===== src/design/hsi_pkg.sv =====
// Package of constants and carrier types for the HDLC status and interrupt logic.
package hsi_pkg;
  // ---------------------------------------------------------------
  // Register map
  // ---------------------------------------------------------------
  // Event status register, byte address.
  localparam logic [7:0] HDLC_EVENT_STATUS_OFS = 8'h38;
  // Interrupt enable register, byte address.
  localparam logic [7:0] HDLC_EVENT_ENABLE_OFS = 8'h3A;
  // Field positions within the status and enable words.
  localparam int TX_PACKET_DONE_BIT = 0;
  localparam int TX_LOW_LEVEL_BIT = 2;
  localparam int RX_HIGH_LEVEL_BIT = 4;
  localparam int RX_PACKET_BEGIN_BIT = 5;
  localparam int RX_PACKET_DONE_BIT = 6;
  localparam int TX_UNDERFLOW_BIT = 7;
  localparam int TX_LEVEL_LSB = 8;
  localparam int TX_VACANT_BIT = 12;
  localparam int RX_OVERFLOW_BIT = 13;
  localparam int RX_VACANT_BIT = 14;
  localparam int RX_ABORT_BIT = 15;
  // Bits that may raise the interrupt; also the writable enable bits.
  localparam logic [15:0] IRQ_CAPABLE_MASK = 16'hA0F5;
  // Enable register reset value.
  localparam logic [15:0] ENABLE_RESET = 16'h0000;
  // ---------------------------------------------------------------
  // FIFO geometry and thresholds
  // ---------------------------------------------------------------
  // Capacity of each FIFO in bytes.
  localparam logic [8:0] FIFO_CAPACITY = 9'h100;
  // Threshold for select code zero, and step between codes.
  localparam logic [8:0] THRESH_BASE = 9'h010;
  localparam logic [8:0] THRESH_STEP = 9'h020;
  // Top level code, covering the last 17 bytes.
  localparam logic [3:0] LEVEL_CODE_TOP = 4'hF;
  // Run length of ones that marks an abort.
  localparam logic [2:0] ABORT_RUN = 3'h7;
  // ---------------------------------------------------------------
  // Carrier types
  // ---------------------------------------------------------------
  // One host register access request.
  typedef struct packed {
    logic [7:0] addr;
    logic rd;
    logic wr;
    logic [15:0] wdata;
  } hsi_host_req_s;
  // Event strobes from the HDLC datapath, one-cycle pulses except the levels rx_bit and rx_in_packet.
  typedef struct packed {
    logic tx_push;
    logic tx_fetch;
    logic tx_fetch_last;
    logic rx_push;
    logic rx_pop;
    logic rx_open_byte;
    logic rx_msg_end;
    logic rx_bit_valid;
    logic rx_bit;
    logic rx_in_packet;
    logic rx_flag_seen;
  } hsi_events_s;
endpackage


===== src/design/hsi_status_irq.sv =====
// HDLC event status, FIFO level tracking and interrupt request logic.
`timescale 1ns/100ps
`default_nettype none
// Summary of operation
// - Latch tx packet end on last-tagged fetch or underrun.
// - Interrupt needs bit enable and summary enable.
// - Tx low flag live while below threshold.
// - Rx high flag live while above threshold.
// - Latch rx packet start; read clears it.
// - Latch rx packet end, any ending; read clears.
// - Underrun sends abort, latches; rearm after write.
// - Tx depth code in 16-byte steps, top 240-256.
// - Tx vacant flag high when tx FIFO empty.
// - Latch rx overrun; rearm after a FIFO read.
// - Rx vacant flag high when rx FIFO empty.
// - Seven ones during packet latch rx abort.
// - Valid flag needed before next abort flagged.
// - Depth code and vacant bits never raise interrupt.
// - Enable register at 3Ah, capable bits, reset zero.
// - Select codes pick 16 to 240 byte thresholds.
// - Tx FIFO holds 256 bytes, full ignores writes.
module hsi_status_irq (
  input wire logic clock,
  input wire logic rst_n,
  // Host register access, same clock domain.
  input wire hsi_pkg::hsi_host_req_s host_req,
  // Datapath event strobes, same clock domain.
  input wire hsi_pkg::hsi_events_s events,
  // Watermark select codes from the control register.
  input wire logic [2:0] tx_low_threshold_sel,
  input wire logic [2:0] rx_high_threshold_sel,
  // Device-level summary enable for this block.
  input wire logic master_interrupt_enable,
  // Registered read data, valid the cycle after a read strobe.
  output logic [15:0] host_rdata_ff,
  // Interrupt request pin, active high.
  output logic irq_ff,
  // One-cycle pulse asking the transmitter to send an abort.
  output logic tx_abort_send_ff
);

  // ---------------------------------------------------------------
  // Helper functions
  // ---------------------------------------------------------------

  // Threshold in bytes for a three-bit select code.
  function automatic logic [8:0] thresh_of(input logic [2:0] sel);
    logic [8:0] t;
    t = hsi_pkg::THRESH_BASE + ({6'h00, sel} * hsi_pkg::THRESH_STEP);
    return t;
  endfunction

  // Sixteen-byte level code; the full FIFO folds into the top code.
  function automatic logic [3:0] level_of(input logic [8:0] cnt);
    logic [3:0] c;
    c = (cnt >= hsi_pkg::FIFO_CAPACITY) ? hsi_pkg::LEVEL_CODE_TOP
                                         : cnt[7:4];
    return c;
  endfunction

  // ---------------------------------------------------------------
  // State declarations
  // ---------------------------------------------------------------

  // Byte counts of the two FIFOs, 0 to 256.
  logic [8:0] tx_cnt_ff, nxt_tx_cnt;
  logic [8:0] rx_cnt_ff, nxt_rx_cnt;
  // Underrun and overrun rearm flags.
  logic tx_under_arm_ff, nxt_tx_under_arm;
  logic rx_over_arm_ff, nxt_rx_over_arm;
  // Ones run counter and abort rearm flag.
  logic [2:0] ones_ff, nxt_ones;
  logic abort_arm_ff, nxt_abort_arm;
  // Abort request to the transmitter.
  logic nxt_tx_abort_send;
  // Latched event flags, at their status positions.
  logic [15:0] latch_ff, nxt_latch;
  // Interrupt enable register.
  logic [15:0] enable_ff, nxt_enable;
  logic [15:0] nxt_rdata;
  logic nxt_irq;
  // Combined status word and event decodes.
  logic [15:0] status_word;
  logic [15:0] live_word;
  logic [15:0] set_word;
  logic tx_underrun;
  logic rx_overrun;
  logic rx_abort;
  logic status_rd;
  logic enable_wr;

  // ---------------------------------------------------------------
  // FIFO tracking and event detection
  // ---------------------------------------------------------------

  // Counts follow the datapath strobes and detect the error events.
  always_comb begin
    nxt_tx_cnt = tx_cnt_ff;
    nxt_rx_cnt = rx_cnt_ff;
    nxt_tx_under_arm = tx_under_arm_ff;
    nxt_rx_over_arm = rx_over_arm_ff;
    nxt_ones = ones_ff;
    nxt_abort_arm = abort_arm_ff;
    tx_underrun = events.tx_fetch && (tx_cnt_ff == 9'h000) &&
                  tx_under_arm_ff;
    // A full rx FIFO that is pushed again overruns.
    rx_overrun = events.rx_push && !events.rx_pop &&
                 (rx_cnt_ff == hsi_pkg::FIFO_CAPACITY) && rx_over_arm_ff;
    // Capacity limit: a full FIFO drops writes.
    if (events.tx_push && (tx_cnt_ff < hsi_pkg::FIFO_CAPACITY)) begin
      if (!(events.tx_fetch && (tx_cnt_ff != 9'h000))) begin
        nxt_tx_cnt = tx_cnt_ff + 9'h001;
      end
    end else if (events.tx_fetch && (tx_cnt_ff != 9'h000)) begin
      nxt_tx_cnt = tx_cnt_ff - 9'h001;
    end
    // Rx count saturates too; the overflowing byte is lost.
    if (events.rx_push && (rx_cnt_ff < hsi_pkg::FIFO_CAPACITY)) begin
      if (!(events.rx_pop && (rx_cnt_ff != 9'h000))) begin
        nxt_rx_cnt = rx_cnt_ff + 9'h001;
      end
    end else if (events.rx_pop && (rx_cnt_ff != 9'h000)) begin
      nxt_rx_cnt = rx_cnt_ff - 9'h001;
    end
    // Rearm only after the FIFO has been written.
    if (tx_underrun) begin
      nxt_tx_under_arm = 1'b0;
    end else if (events.tx_push) begin
      nxt_tx_under_arm = 1'b1;
    end
    // Rearm overrun only after a FIFO read.
    if (rx_overrun) begin
      nxt_rx_over_arm = 1'b0;
    end else if (events.rx_pop) begin
      nxt_rx_over_arm = 1'b1;
    end
    // Ones run counter saturates at seven; a zero restarts it.
    if (events.rx_bit_valid) begin
      if (!events.rx_bit) begin
        nxt_ones = 3'h0;
      end else if (ones_ff != hsi_pkg::ABORT_RUN) begin
        nxt_ones = ones_ff + 3'h1;
      end
    end
    // Abort only counts during packet reception.
    rx_abort = events.rx_bit_valid && events.rx_bit &&
               (ones_ff == hsi_pkg::ABORT_RUN - 3'h1) &&
               events.rx_in_packet && abort_arm_ff;
    // Abort rearm waits for a valid flag.
    if (rx_abort) begin
      nxt_abort_arm = 1'b0;
    end else if (events.rx_flag_seen) begin
      nxt_abort_arm = 1'b1;
    end
    nxt_tx_abort_send = tx_underrun;
  end

  // Registers of the tracking group.
  always_ff @(posedge clock or negedge rst_n) begin
    if (!rst_n) begin
      tx_cnt_ff <= 9'h000;
      rx_cnt_ff <= 9'h000;
      tx_under_arm_ff <= 1'b0;
      rx_over_arm_ff <= 1'b1;
      ones_ff <= 3'h0;
      abort_arm_ff <= 1'b1;
      tx_abort_send_ff <= 1'b0;
    end else begin
      tx_cnt_ff <= nxt_tx_cnt;
      rx_cnt_ff <= nxt_rx_cnt;
      tx_under_arm_ff <= nxt_tx_under_arm;
      rx_over_arm_ff <= nxt_rx_over_arm;
      ones_ff <= nxt_ones;
      abort_arm_ff <= nxt_abort_arm;
      tx_abort_send_ff <= nxt_tx_abort_send;
    end
  end

  // ---------------------------------------------------------------
  // Status, enable and interrupt registers
  // ---------------------------------------------------------------

  // Live bits, latched flags, host access and the interrupt request.
  always_comb begin
    live_word = 16'h0000;
    set_word = 16'h0000;
    status_rd = host_req.rd &&
                (host_req.addr == hsi_pkg::HDLC_EVENT_STATUS_OFS);
    enable_wr = host_req.wr &&
                (host_req.addr == hsi_pkg::HDLC_EVENT_ENABLE_OFS);
    // Tx low flag, with threshold decode.
    live_word[hsi_pkg::TX_LOW_LEVEL_BIT] =
      (tx_cnt_ff < thresh_of(tx_low_threshold_sel));
    // Rx high flag, using the same threshold decode.
    live_word[hsi_pkg::RX_HIGH_LEVEL_BIT] =
      (rx_cnt_ff > thresh_of(rx_high_threshold_sel));
    live_word[hsi_pkg::TX_LEVEL_LSB +: 4] = level_of(tx_cnt_ff);
    live_word[hsi_pkg::TX_VACANT_BIT] = (tx_cnt_ff == 9'h000);
    live_word[hsi_pkg::RX_VACANT_BIT] = (rx_cnt_ff == 9'h000);
    // Packet end on tagged fetch or on underrun.
    set_word[hsi_pkg::TX_PACKET_DONE_BIT] =
      (events.tx_fetch && events.tx_fetch_last &&
       (tx_cnt_ff != 9'h000)) || tx_underrun;
    set_word[hsi_pkg::RX_PACKET_BEGIN_BIT] = events.rx_open_byte;
    set_word[hsi_pkg::RX_PACKET_DONE_BIT] = events.rx_msg_end;
    set_word[hsi_pkg::TX_UNDERFLOW_BIT] = tx_underrun;
    set_word[hsi_pkg::RX_OVERFLOW_BIT] = rx_overrun;
    set_word[hsi_pkg::RX_ABORT_BIT] = rx_abort;
    status_word = live_word | latch_ff;
    // Read clears, a same-cycle event wins.
    nxt_latch = (status_rd ? 16'h0000 : latch_ff) | set_word;
    // Only the capable bits are writable enables.
    nxt_enable = enable_wr ? (host_req.wdata & hsi_pkg::IRQ_CAPABLE_MASK)
                           : enable_ff;
    // Unmapped reads return zero.
    if (host_req.rd &&
        (host_req.addr == hsi_pkg::HDLC_EVENT_STATUS_OFS)) begin
      nxt_rdata = status_word;
    end else if (host_req.rd &&
                 (host_req.addr == hsi_pkg::HDLC_EVENT_ENABLE_OFS)) begin
      nxt_rdata = enable_ff;
    end else begin
      nxt_rdata = 16'h0000;
    end
    // OR of enabled flags, capable bits only
    // then the summary enable gates it.
    nxt_irq = (|(status_word & enable_ff & hsi_pkg::IRQ_CAPABLE_MASK)) &&
              master_interrupt_enable;
  end

  // Registers of the host-facing group.
  always_ff @(posedge clock or negedge rst_n) begin
    if (!rst_n) begin
      latch_ff <= 16'h0000;
      enable_ff <= hsi_pkg::ENABLE_RESET;
      host_rdata_ff <= 16'h0000;
      irq_ff <= 1'b0;
    end else begin
      latch_ff <= nxt_latch;
      enable_ff <= nxt_enable;
      host_rdata_ff <= nxt_rdata;
      irq_ff <= nxt_irq;
    end
  end
endmodule
`default_nettype wire


===== config.mk =====
export PLATFORM = sky130hd
export DESIGN_NAME = hsi_status_irq
export DESIGN_NICKNAME = d
export VERILOG_FILES = /design/src/design/hsi_pkg.sv /design/src/design/hsi_status_irq.sv
export SDC_FILE = /design/constraint.sdc
export NUM_CORES = 1
export LEC_CHECK = 0
export BUFFER_PORTS_ARGS = -buffer_cell sky130_fd_sc_hd__buf_2
export CAP_MARGIN = 0
export CORE_UTILIZATION = 56
export DETAILED_ROUTE_END_ITERATION = 16
export PLACE_DENSITY = 0.82
export SLEW_MARGIN = 20
export SYNTH_ARGS = -nofsm -noshare
export SYNTH_HDL_FRONTEND = slang
export SYNTH_SLANG_ARGS = --single-unit

===== constraint.sdc =====
create_clock -name clock -period 3.45 [get_ports clock]
set_clock_uncertainty 0.15 [all_clocks]
set_input_delay 0.5175 -clock clock [delete_from_list [all_inputs] [get_ports clock]]
set_output_delay 0.5175 -clock clock [all_outputs]
set_load 0.01 [all_outputs]

==> results_dict.tcl, run 1 <==
set metrics [dict create \
    vias 2263 \
    multiInputGateArea_mm2 0.00154 \
    synthTopCellsByCount "dfrtp_1, nor2_1, nand2_1, o21ai_0, ha_1" \
    diodes 0 \
    fin_crit_sh 0.749 \
    finalCriticalPeriod_ns 2.58 \
    path_clk_slew_ns 0.10 \
    cts_buffers 5 \
    synth_top_flop_cell "dfrtp_1" \
    synth_seq_cells 54 \
    status "complete, no violations" \
    final_cell_count_no_fill 418 \
    worst_slew_pin_slew_ns 0.852 \
    hp-class "input pin to asynchronous set/reset pin" \
    fin_tns_setup_ns 0 \
    syn-cell-area_mm2 0.00299 \
    dieArea_mm2 0.00563 \
    ctsHoldBuffers 0 \
    ir_worst_vdd_uv 387 \
    setup_viol 0 \
    p_leak_nw 1.69 \
    yosysSeqAreaShare 0.453 \
    die_h_um 75.0 \
    slew_viol_final 0 \
    grt_pass1_wl_mm 8.67 \
    place.gp.congestion 0.834 \
    core_mm2 0.00511 \
    start_util 0.585 \
    areaGrowthSynthToFinish_pct 14.4 \
    grt_pass1_vias 2087 \
    power_density_mw_per_mm2 773 \
    fill_cells 398 \
    wirelength_mm 5.49 \
    first_iter_violations 56 \
    die_w_um 75.0 \
    yosysMostFrequentCell "dfrtp_1" \
    ant_nets 0 \
    ctsRootBufferMaster "clkbuf_8" \
    final_hold_viol_count 0 \
    max_freq_ghz 0.387 \
    clockBufferDepth 2 \
    layout-drive-gt1-share 0.244 \
    synth_top_cell_by_area "dfrtp_1" \
    fin_nets 418 \
    postCtsResizedCells 0 \
    syn-instance-count 290 \
    antenna_found_initial 0 \
    dp.cells 410 \
    synth_warnings 0 \
    rsz0062_at_grt "no" \
    yosys-top-cells-area "dfrtp_1, ha_1, mux2_2" \
    wl_per_cell_um 13.1 \
    clk_latency_ns 0.31 \
    ys_types 48 \
    slew_headroom 0.430 \
    grt_util_all_layers 0.201 \
    ioPinCount 64 \
    path_class "flop to flop" \
    worstPathArrival_ns 2.64 \
    post_cts_buffers 0 \
    drv_cap 0 \
    num_rows 26 \
    start_kind "flop" \
    synthArstFlopShare 1.00 \
    dr.pass1.iters 4 \
    synth_top_area_frac 0.436 \
    route.detailed.drc 0 \
    cts.sinks 54 \
    grt_overflow 0 \
    avgSynthCellArea_um2 10.3 \
    endpoint_kind "flop" \
    required_ns 3.51 \
    vias_per_cell 5.41 \
    regArea_mm2 0.00135 \
    cp_max_fo 9 \
    cts_max_level 2 \
    hpwl_mm 4.26 \
    numPortBuffers 53 \
    synth_edf_count 0 \
    grt_max_degree 31 \
    cts_tree "yes" \
]
==> through the flow <==
stage | area [µm²] | hold WS, ns | utilization | worst slack [ns] | power [mW]
floorplan | 2990 | 0.0719 | - | 1.12 | 2.02
global placement | 3320 | 0.326 | 0.651 | 0.820 | 2.22
detailed placement | 3320 | 0.337 | 0.651 | 0.790 | 2.28
CTS | 3420 | 0.0913 | 0.669 | 0.869 | 2.65
global route | 3420 | 0.124 | 0.669 | 0.704 | 2.89
finish | 3420 | 0.0732 | 0.669 | 0.866 | 2.64
==> worst max-delay path, cell delays in order, from the launching register on <==
cell and delay [ns]:
dfrtp_1 0.47, nand2b_1 0.36, fa_1 0.49, a21oi_1 0.20, o211ai_1 0.13, a21oi_1 0.31, xnor2_1 0.10, mux2_4 0.27
==> final cells by class <==
cell class / instances / area share
Clock buffer: 5 / 0.0201
Clock inverter: 3 / 0.00769
Inverter: 14 / 0.0154
Multi-Input combinational cell: 216 / 0.451
Sequential cell: 54 / 0.396
Tap cell: 70 / 0.0256
Timing Repair Buffer: 56 / 0.0842
==> layout by cell type, fill, tap and decap left out, types with 4 or more instances in the layout <==
cell	count
o21bai_1	4
xor2_1	7
a22o_1	8
buf_2	53
xnor2_1	8
clkbuf_8	5
nand2_1	24
dfrtp_1	52
a21o_1	8
nor4_1	5
a22oi_1	5
a21oi_1	14
nor2_1	25
inv_1	14
ha_1	23
mux2_2	13
nor3_1	8
nand2b_1	4
o21ai_0	24
==> power breakdown <==
group / leakage (nW) / switching (mW) / internal, mW
Clock: 0.0491 / 0.218 / 0.150
Combinational: 0.955 / 0.680 / 0.649
Sequential: 0.684 / 0.168 / 0.777
==> worst paths after layout <==
path | from | end | slack (ns) | depth (start not counted)
max | rx_cnt_ff[8] | rx_cnt_ff[6] | 0.87 | 7
min | rst_n | rx_cnt_ff[6] | 0.07 | 1
max reg2reg | rx_cnt_ff[8] | rx_cnt_ff[6] | 0.87 | 7
min reg2reg | rx_over_arm_ff | rx_over_arm_ff | 0.35 | 2
max in group asynchronous | rst_n | enable_ff[5] | 2.44 | 2
min in group clock | events[4] | latch_ff[6] | 0.23 | 2
==> logic make-up after synthesis <==
kind of cell,after synthesis,share of synthesized area
buffers and inverters,21,0.0322
adder cells (fa/ha/maj),25,0.110
AO/OA/AOI/OAI,79,0.175
XOR/XNOR,15,0.0440
other,1,0.00126
flip-flops,54,0.453
multiplexers,15,0.0574
AND/OR/NAND/NOR,80,0.127
==> state kept, by name (all words and copies together) (netlist names) <==
signal	flops
ones_ff	3
tx_under_arm_ff	1
host_rdata_ff	14
enable_ff	8
irq_ff	1
abort_arm_ff	1
tx_cnt_ff	9
rx_over_arm_ff	1
latch_ff	6
tx_abort_send_ff	1
rx_cnt_ff	9
==> per-layer routing <==
layer  global-route usage  up-vias  wire length (µm)
li1                     -     1153                 -
met1                0.255     1050              2580
met2                0.338       50              2610
met3               0.0361       10               195
met4               0.0818        0                99
met5                    0        -                 0
Note: power is estimated with default switching activity, not from simulation.
==> run 2: changes to the inputs <==
--- a/config.mk
+++ b/config.mk
@@ -7,9 +7,9 @@
 export LEC_CHECK = 0
 export BUFFER_PORTS_ARGS = -buffer_cell sky130_fd_sc_hd__buf_2
 export CAP_MARGIN = 0
-export CORE_UTILIZATION = 56
+export CORE_UTILIZATION = 55
 export DETAILED_ROUTE_END_ITERATION = 16
-export PLACE_DENSITY = 0.82
+export PLACE_DENSITY = 0.8
 export SLEW_MARGIN = 20
 export SYNTH_ARGS = -nofsm -noshare
 export SYNTH_HDL_FRONTEND = slang
==> constraint.sdc (replaced) <==
create_clock -name clock -period 2.6 [get_ports clock]
set_clock_uncertainty 0.15 [all_clocks]
set_input_delay 0.39 -clock clock [delete_from_list [all_inputs] [get_ports clock]]
set_output_delay 0.39 -clock clock [all_outputs]
set_load 0.01 [all_outputs]
==> run 2 against run 1 <==
Register-to-register slack got worse by 0.65 ns. Sequential cell count did not move. First-iteration DRC count did not move. Largest cell class unchanged.
==> results_dict.tcl, run 2 (same netlist as run 1, synthesis figures left out) <==
set metrics [dict create \
    post_cts_buffers 0 \
    place_area_mm2 0.00339 \
    hpwl_mm 4.41 \
    fin_ws_ns 0.217 \
    required_ns 2.65 \
    drv_cap 0 \
    cts_buffers 5 \
    status "complete, no violations" \
    areaGrowthSynthToFinish_pct 16.8 \
    final_cell_mix "buf_2, dfrtp_1, nor2_1" \
    ir_worst_vdd_uv 566 \
    power_density_mw_per_mm2 1040 \
    endpoint_kind "flop" \
    largestRegisters "host_rdata_ff (14), rx_cnt_ff (9), tx_cnt_ff (9)" \
    vias 2312 \
    crit_slowest_cell "or4_4" \
    max_freq_ghz 0.420 \
    clk_latency_ns 0.31 \
    fin_crit_sh 0.917 \
    final_cell_count_no_fill 426 \
    core_mm2 0.00517 \
    die_h_um 75.7 \
    layout_commonest_cell "buf_2" \
    path_clk_slew_ns 0.10 \
    comb_power_share 0.527 \
    dp_slack_ns 0.190 \
    wl_per_cell_um 13.5 \
    p_leak_nw 1.72 \
    layout-drive-gt1-share 0.258 \
    met1_usage 0.251 \
    die_w_um 75.7 \
    antenna_found_initial 0 \
    setup_viol 0 \
    start_kind "flop" \
    numPortBuffers 53 \
    route.detailed.drc 0 \
    swShare 0.404 \
    design_area_mm2 0.00349 \
    dieArea_mm2 0.00573 \
    worst_slew_pin_slew_ns 0.587 \
    grt_max_degree 32 \
    slew_viol_final 0 \
    grt_overflow 0 \
    top_register "host_rdata_ff" \
    cts_tree "yes" \
    switching_power_mw 1.46 \
    ioPinCount 64 \
    cts_max_level 2 \
    finalCriticalPeriod_ns 2.38 \
    start_util 0.578 \
    diodes 0 \
    seqPwrFrac 0.340 \
    grt_use_met2 0.383 \
    fin_nets 426 \
    vias_per_cell 5.43 \
    first_iter_violations 56 \
    cp_max_fo 8 \
    fin_tns_setup_ns 0 \
    path_class "flop to flop" \
    dp.cells 417 \
    hp-class "input pin to flop" \
    place.gp.congestion 0.837 \
    cp_top_family "compound AO/OA/AOI/OAI gates" \
    ant_nets 0 \
    slew_headroom 0.609 \
    cts.sinks 54 \
    num_rows 26 \
    grt_pass1_vias 2129 \
    path_buf_inv 0 \
    regArea_mm2 0.00135 \
    busiest_layer "met2" \
    ctsRootBufferMaster "clkbuf_8" \
    worstPathArrival_ns 2.43 \
    wirelength_mm 5.75 \
    post-route-util 0.675 \
    largest_reg_flops 14 \
    grt_use_met3 0.0437 \
    rsz0062_at_grt "no" \
    final_hold_viol_count 0 \
    clkPwrFrac 0.133 \
    max_stage_delay_ns 0.58 \
    grt_pass1_wl_mm 9.13 \
    clockBufferDepth 2 \
    dr.pass1.iters 4 \
    intPower_mw 2.16 \
    fill_cells 393 \
    multiInputGateArea_mm2 0.00154 \
    grt_util_all_layers 0.210 \
    crit_chain "or4_4 > o31a_1 > o221ai_2 > mux2_2" \
]
[run 2: cell count changes in the layout (fill, tap and decap cells not counted), sizes merged]
cell / change
dlygate4sd3: +1
inv: -1
clkinv: -1
buf: +7
clkinvlp: +2
[run 2: what timing repair did]
| action | 4_1_cts | 5_1_grt |
|---|---|---|
| hold endpoints to repair | 22 | 0 |
| resized for setup | 0 | 0 |
| hold buffers | 1 | 0 |
[run 2: stage by stage]
stage	hold slack [ns]	power [mW]
2_1_floorplan	-0.0556	2.68
3_3_place_gp	0.264	3.03
3_5_place_dp	0.279	3.13
4_1_cts	0.0969	3.63
5_1_grt	0.0952	3.95
6_report	0.100	3.62
[run 2: worst paths after layout]
| path | cells past startpoint | from | endpoint | slack [ns] |
|---|---|---|---|---|
| worst max register to register | 4 | rx_cnt_ff[0] | rx_cnt_ff[1] | 0.22 |
| min in group asynchronous | 2 | rst_n | tx_cnt_ff[0] | 0.46 |
| worst max-delay path | 4 | rx_cnt_ff[0] | rx_cnt_ff[1] | 0.22 |
| worst min-delay path | 2 | events[4] | latch_ff[6] | 0.10 |
| worst min register to register | 2 | rx_over_arm_ff | rx_over_arm_ff | 0.34 |
| max in group asynchronous | 3 | rst_n | abort_arm_ff | 1.22 |
[run 2: power by group through the flow]
stage	registers, mW	logic [mW]	clock network (mW)
6_report	1.23	1.91	0.480
5_1_grt	1.25	2.17	0.531
4_1_cts	1.23	1.91	0.490
3_5_place_dp	1.24	1.90	0
3_3_place_gp	1.23	1.80	0
2_1_floorplan	1.20	1.49	0
[run 2: final cells by class]
class                   count  area share
inverters                  14      0.0151
clock inverters             3     0.00681
repair buffers             64       0.104
clock buffers               5      0.0197
flip-flops and latches     54       0.388
well taps                  70      0.0251
multi-input cells         216       0.442
[run 2: routing by layer]
metal	routed length [µm]	part of all wire
met4	82	0.014
met1	2660	0.46
met3	232	0.040
met2	2780	0.48
met5	0	0
==> run 3: changes to the inputs <==
--- a/config.mk
+++ b/config.mk
@@ -10,6 +10,7 @@
 export CORE_UTILIZATION = 55
 export DETAILED_ROUTE_END_ITERATION = 16
 export PLACE_DENSITY = 0.8
+export RECOVER_POWER = 25
 export SLEW_MARGIN = 20
 export SYNTH_ARGS = -nofsm -noshare
 export SYNTH_HDL_FRONTEND = slang
==> run 3 against run 2 <==
Final area down 0.29%. Die area unchanged. Utilization decreased by 0.19 points. Highest routed layer unchanged. Register-to-register slack about the same. Critical path depth unchanged. Critical endpoint unchanged.
==> results_dict.tcl, run 3 (same netlist as run 1, synthesis figures left out) <==
set metrics [dict create \
    grt_max_degree 32 \
    fin_tns_setup_ns 0 \
    hpwl_mm 4.41 \
    place.gp.congestion 0.837 \
    rsz0062_at_grt "no" \
    dp.cells 417 \
    start_util 0.578 \
    largest_reg_flops 14 \
    cp_max_fo 8 \
    layout_commonest_cell "dfrtp_1" \
    slew_headroom 0.0620 \
    final_hold_viol_count 0 \
    path_clk_slew_ns 0.10 \
    ctsRootBufferMaster "clkbuf_8" \
    path_class "flop to flop" \
    grt_util_all_layers 0.210 \
    start_kind "flop" \
    endpoint_kind "flop" \
    drv_cap 0 \
    setup_viol 0 \
    clockBufferDepth 2 \
    largestRegisters "host_rdata_ff (14), rx_cnt_ff (9), tx_cnt_ff (9)" \
    worst_slew_pin_slew_ns 1.41 \
    grt_pass1_vias 2129 \
    fin_ws_ns 0.217 \
    wl_per_cell_um 13.5 \
    worstPathArrival_ns 2.43 \
    cts.sinks 54 \
    power_density_mw_per_mm2 1040 \
    route.detailed.drc 0 \
    numPortBuffers 53 \
    post_cts_buffers 0 \
    slew_viol_final 0 \
    clk_latency_ns 0.31 \
    first_iter_violations 51 \
    finalCriticalPeriod_ns 2.38 \
    status "complete, no violations" \
    dr.pass1.iters 4 \
    p_leak_nw 1.69 \
    top_register "host_rdata_ff" \
    vias_per_cell 5.45 \
    max_freq_ghz 0.420 \
    cts_buffers 5 \
    final_cell_count_no_fill 426 \
    ir_worst_vdd_uv 565 \
    core_mm2 0.00517 \
    diodes 0 \
    hp-class "input pin to flop" \
    required_ns 2.65 \
    num_rows 26 \
    ant_nets 0 \
    areaGrowthSynthToFinish_pct 16.5 \
    cts_tree "yes" \
    fin_nets 426 \
    grt_overflow 0 \
    die_w_um 75.7 \
    ioPinCount 64 \
    final_cell_mix "dfrtp_1, buf_2, nor2_1" \
    vias 2323 \
    dp_slack_ns 0.190 \
    grt_pass1_wl_mm 9.13 \
    dieArea_mm2 0.00573 \
    fin_crit_sh 0.917 \
    cts_max_level 2 \
    die_h_um 75.7 \
    wirelength_mm 5.76 \
    antenna_found_initial 0 \
    layout-drive-gt1-share 0.236 \
]
==> run 3: cell count changes in the layout (fill, tap and decap cells not counted), sizes merged <==
cell    before  now
buf         63   55
clkbuf       5   13
==> run 3: layer usage <==
layer  global-route usage  wire, µm  up-vias
met5                    0         0        -
met4               0.0597        82        0
met3               0.0437       224       10
met2                0.383      2790       54
met1                0.251      2660     1082
li1                     -         -     1177
==> run 3: stage by stage <==
| stage | power [mW] | util | hold WS [ns] | cell area (µm²) |
|---|---|---|---|---|
| floorplan | 2.68 | - | -0.0556 | 2990 |
| global placement | 3.03 | 0.655 | 0.264 | 3390 |
| detailed placement | 3.13 | 0.655 | 0.279 | 3390 |
| CTS | 3.63 | 0.675 | 0.0969 | 3490 |
| finish | 3.62 | 0.673 | 0.100 | 3480 |
| global route | 3.95 | 0.673 | 0.0952 | 3480 |
==> run 3: final timing paths <==
path	from	end	slack [ns]	cells past startpoint
min in group asynchronous	rst_n	tx_cnt_ff[0]	0.78	2
worst max register to register	rx_cnt_ff[0]	rx_cnt_ff[1]	0.22	4
max in group asynchronous	rst_n	abort_arm_ff	0.66	3
worst min-delay path	events[4]	latch_ff[6]	0.10	2
worst min register to register	rx_over_arm_ff	rx_over_arm_ff	0.34	2
worst max-delay path	rx_cnt_ff[0]	rx_cnt_ff[1]	0.22	4
==> run 3: repair_timing <==
action / in CTS / in global routing
hold endpoints to repair: 22 / 0
hold buffers: 1 / 0
setup endpoints to repair: 0 / 0
resized for setup: 0 / 0
==> run 3: cell type report <==
class	instances	area, µm²
tap	70	87.6
inverter	14	52.6
multi-input combinational	216	1540
clock buffer	5	68.8
clock inverter	3	23.8
sequential	54	1350
timing repair buffer	64	353
fill	393	1690
==> run 3: power by group <==
part / leakage [nW] / switching, mW / total, mW / internal (mW)
logic: 0.964 / 0.975 / 1.91 / 0.933
clock network: 0.0408 / 0.287 / 0.480 / 0.193
registers: 0.684 / 0.199 / 1.23 / 1.03
==> run 3: critical path: stages, from the launching register on <==
cell,delay [ns]
dfrtp_1,0.47
or4_4,0.58
o31a_1,0.30
o221ai_2,0.38
mux2_2,0.39
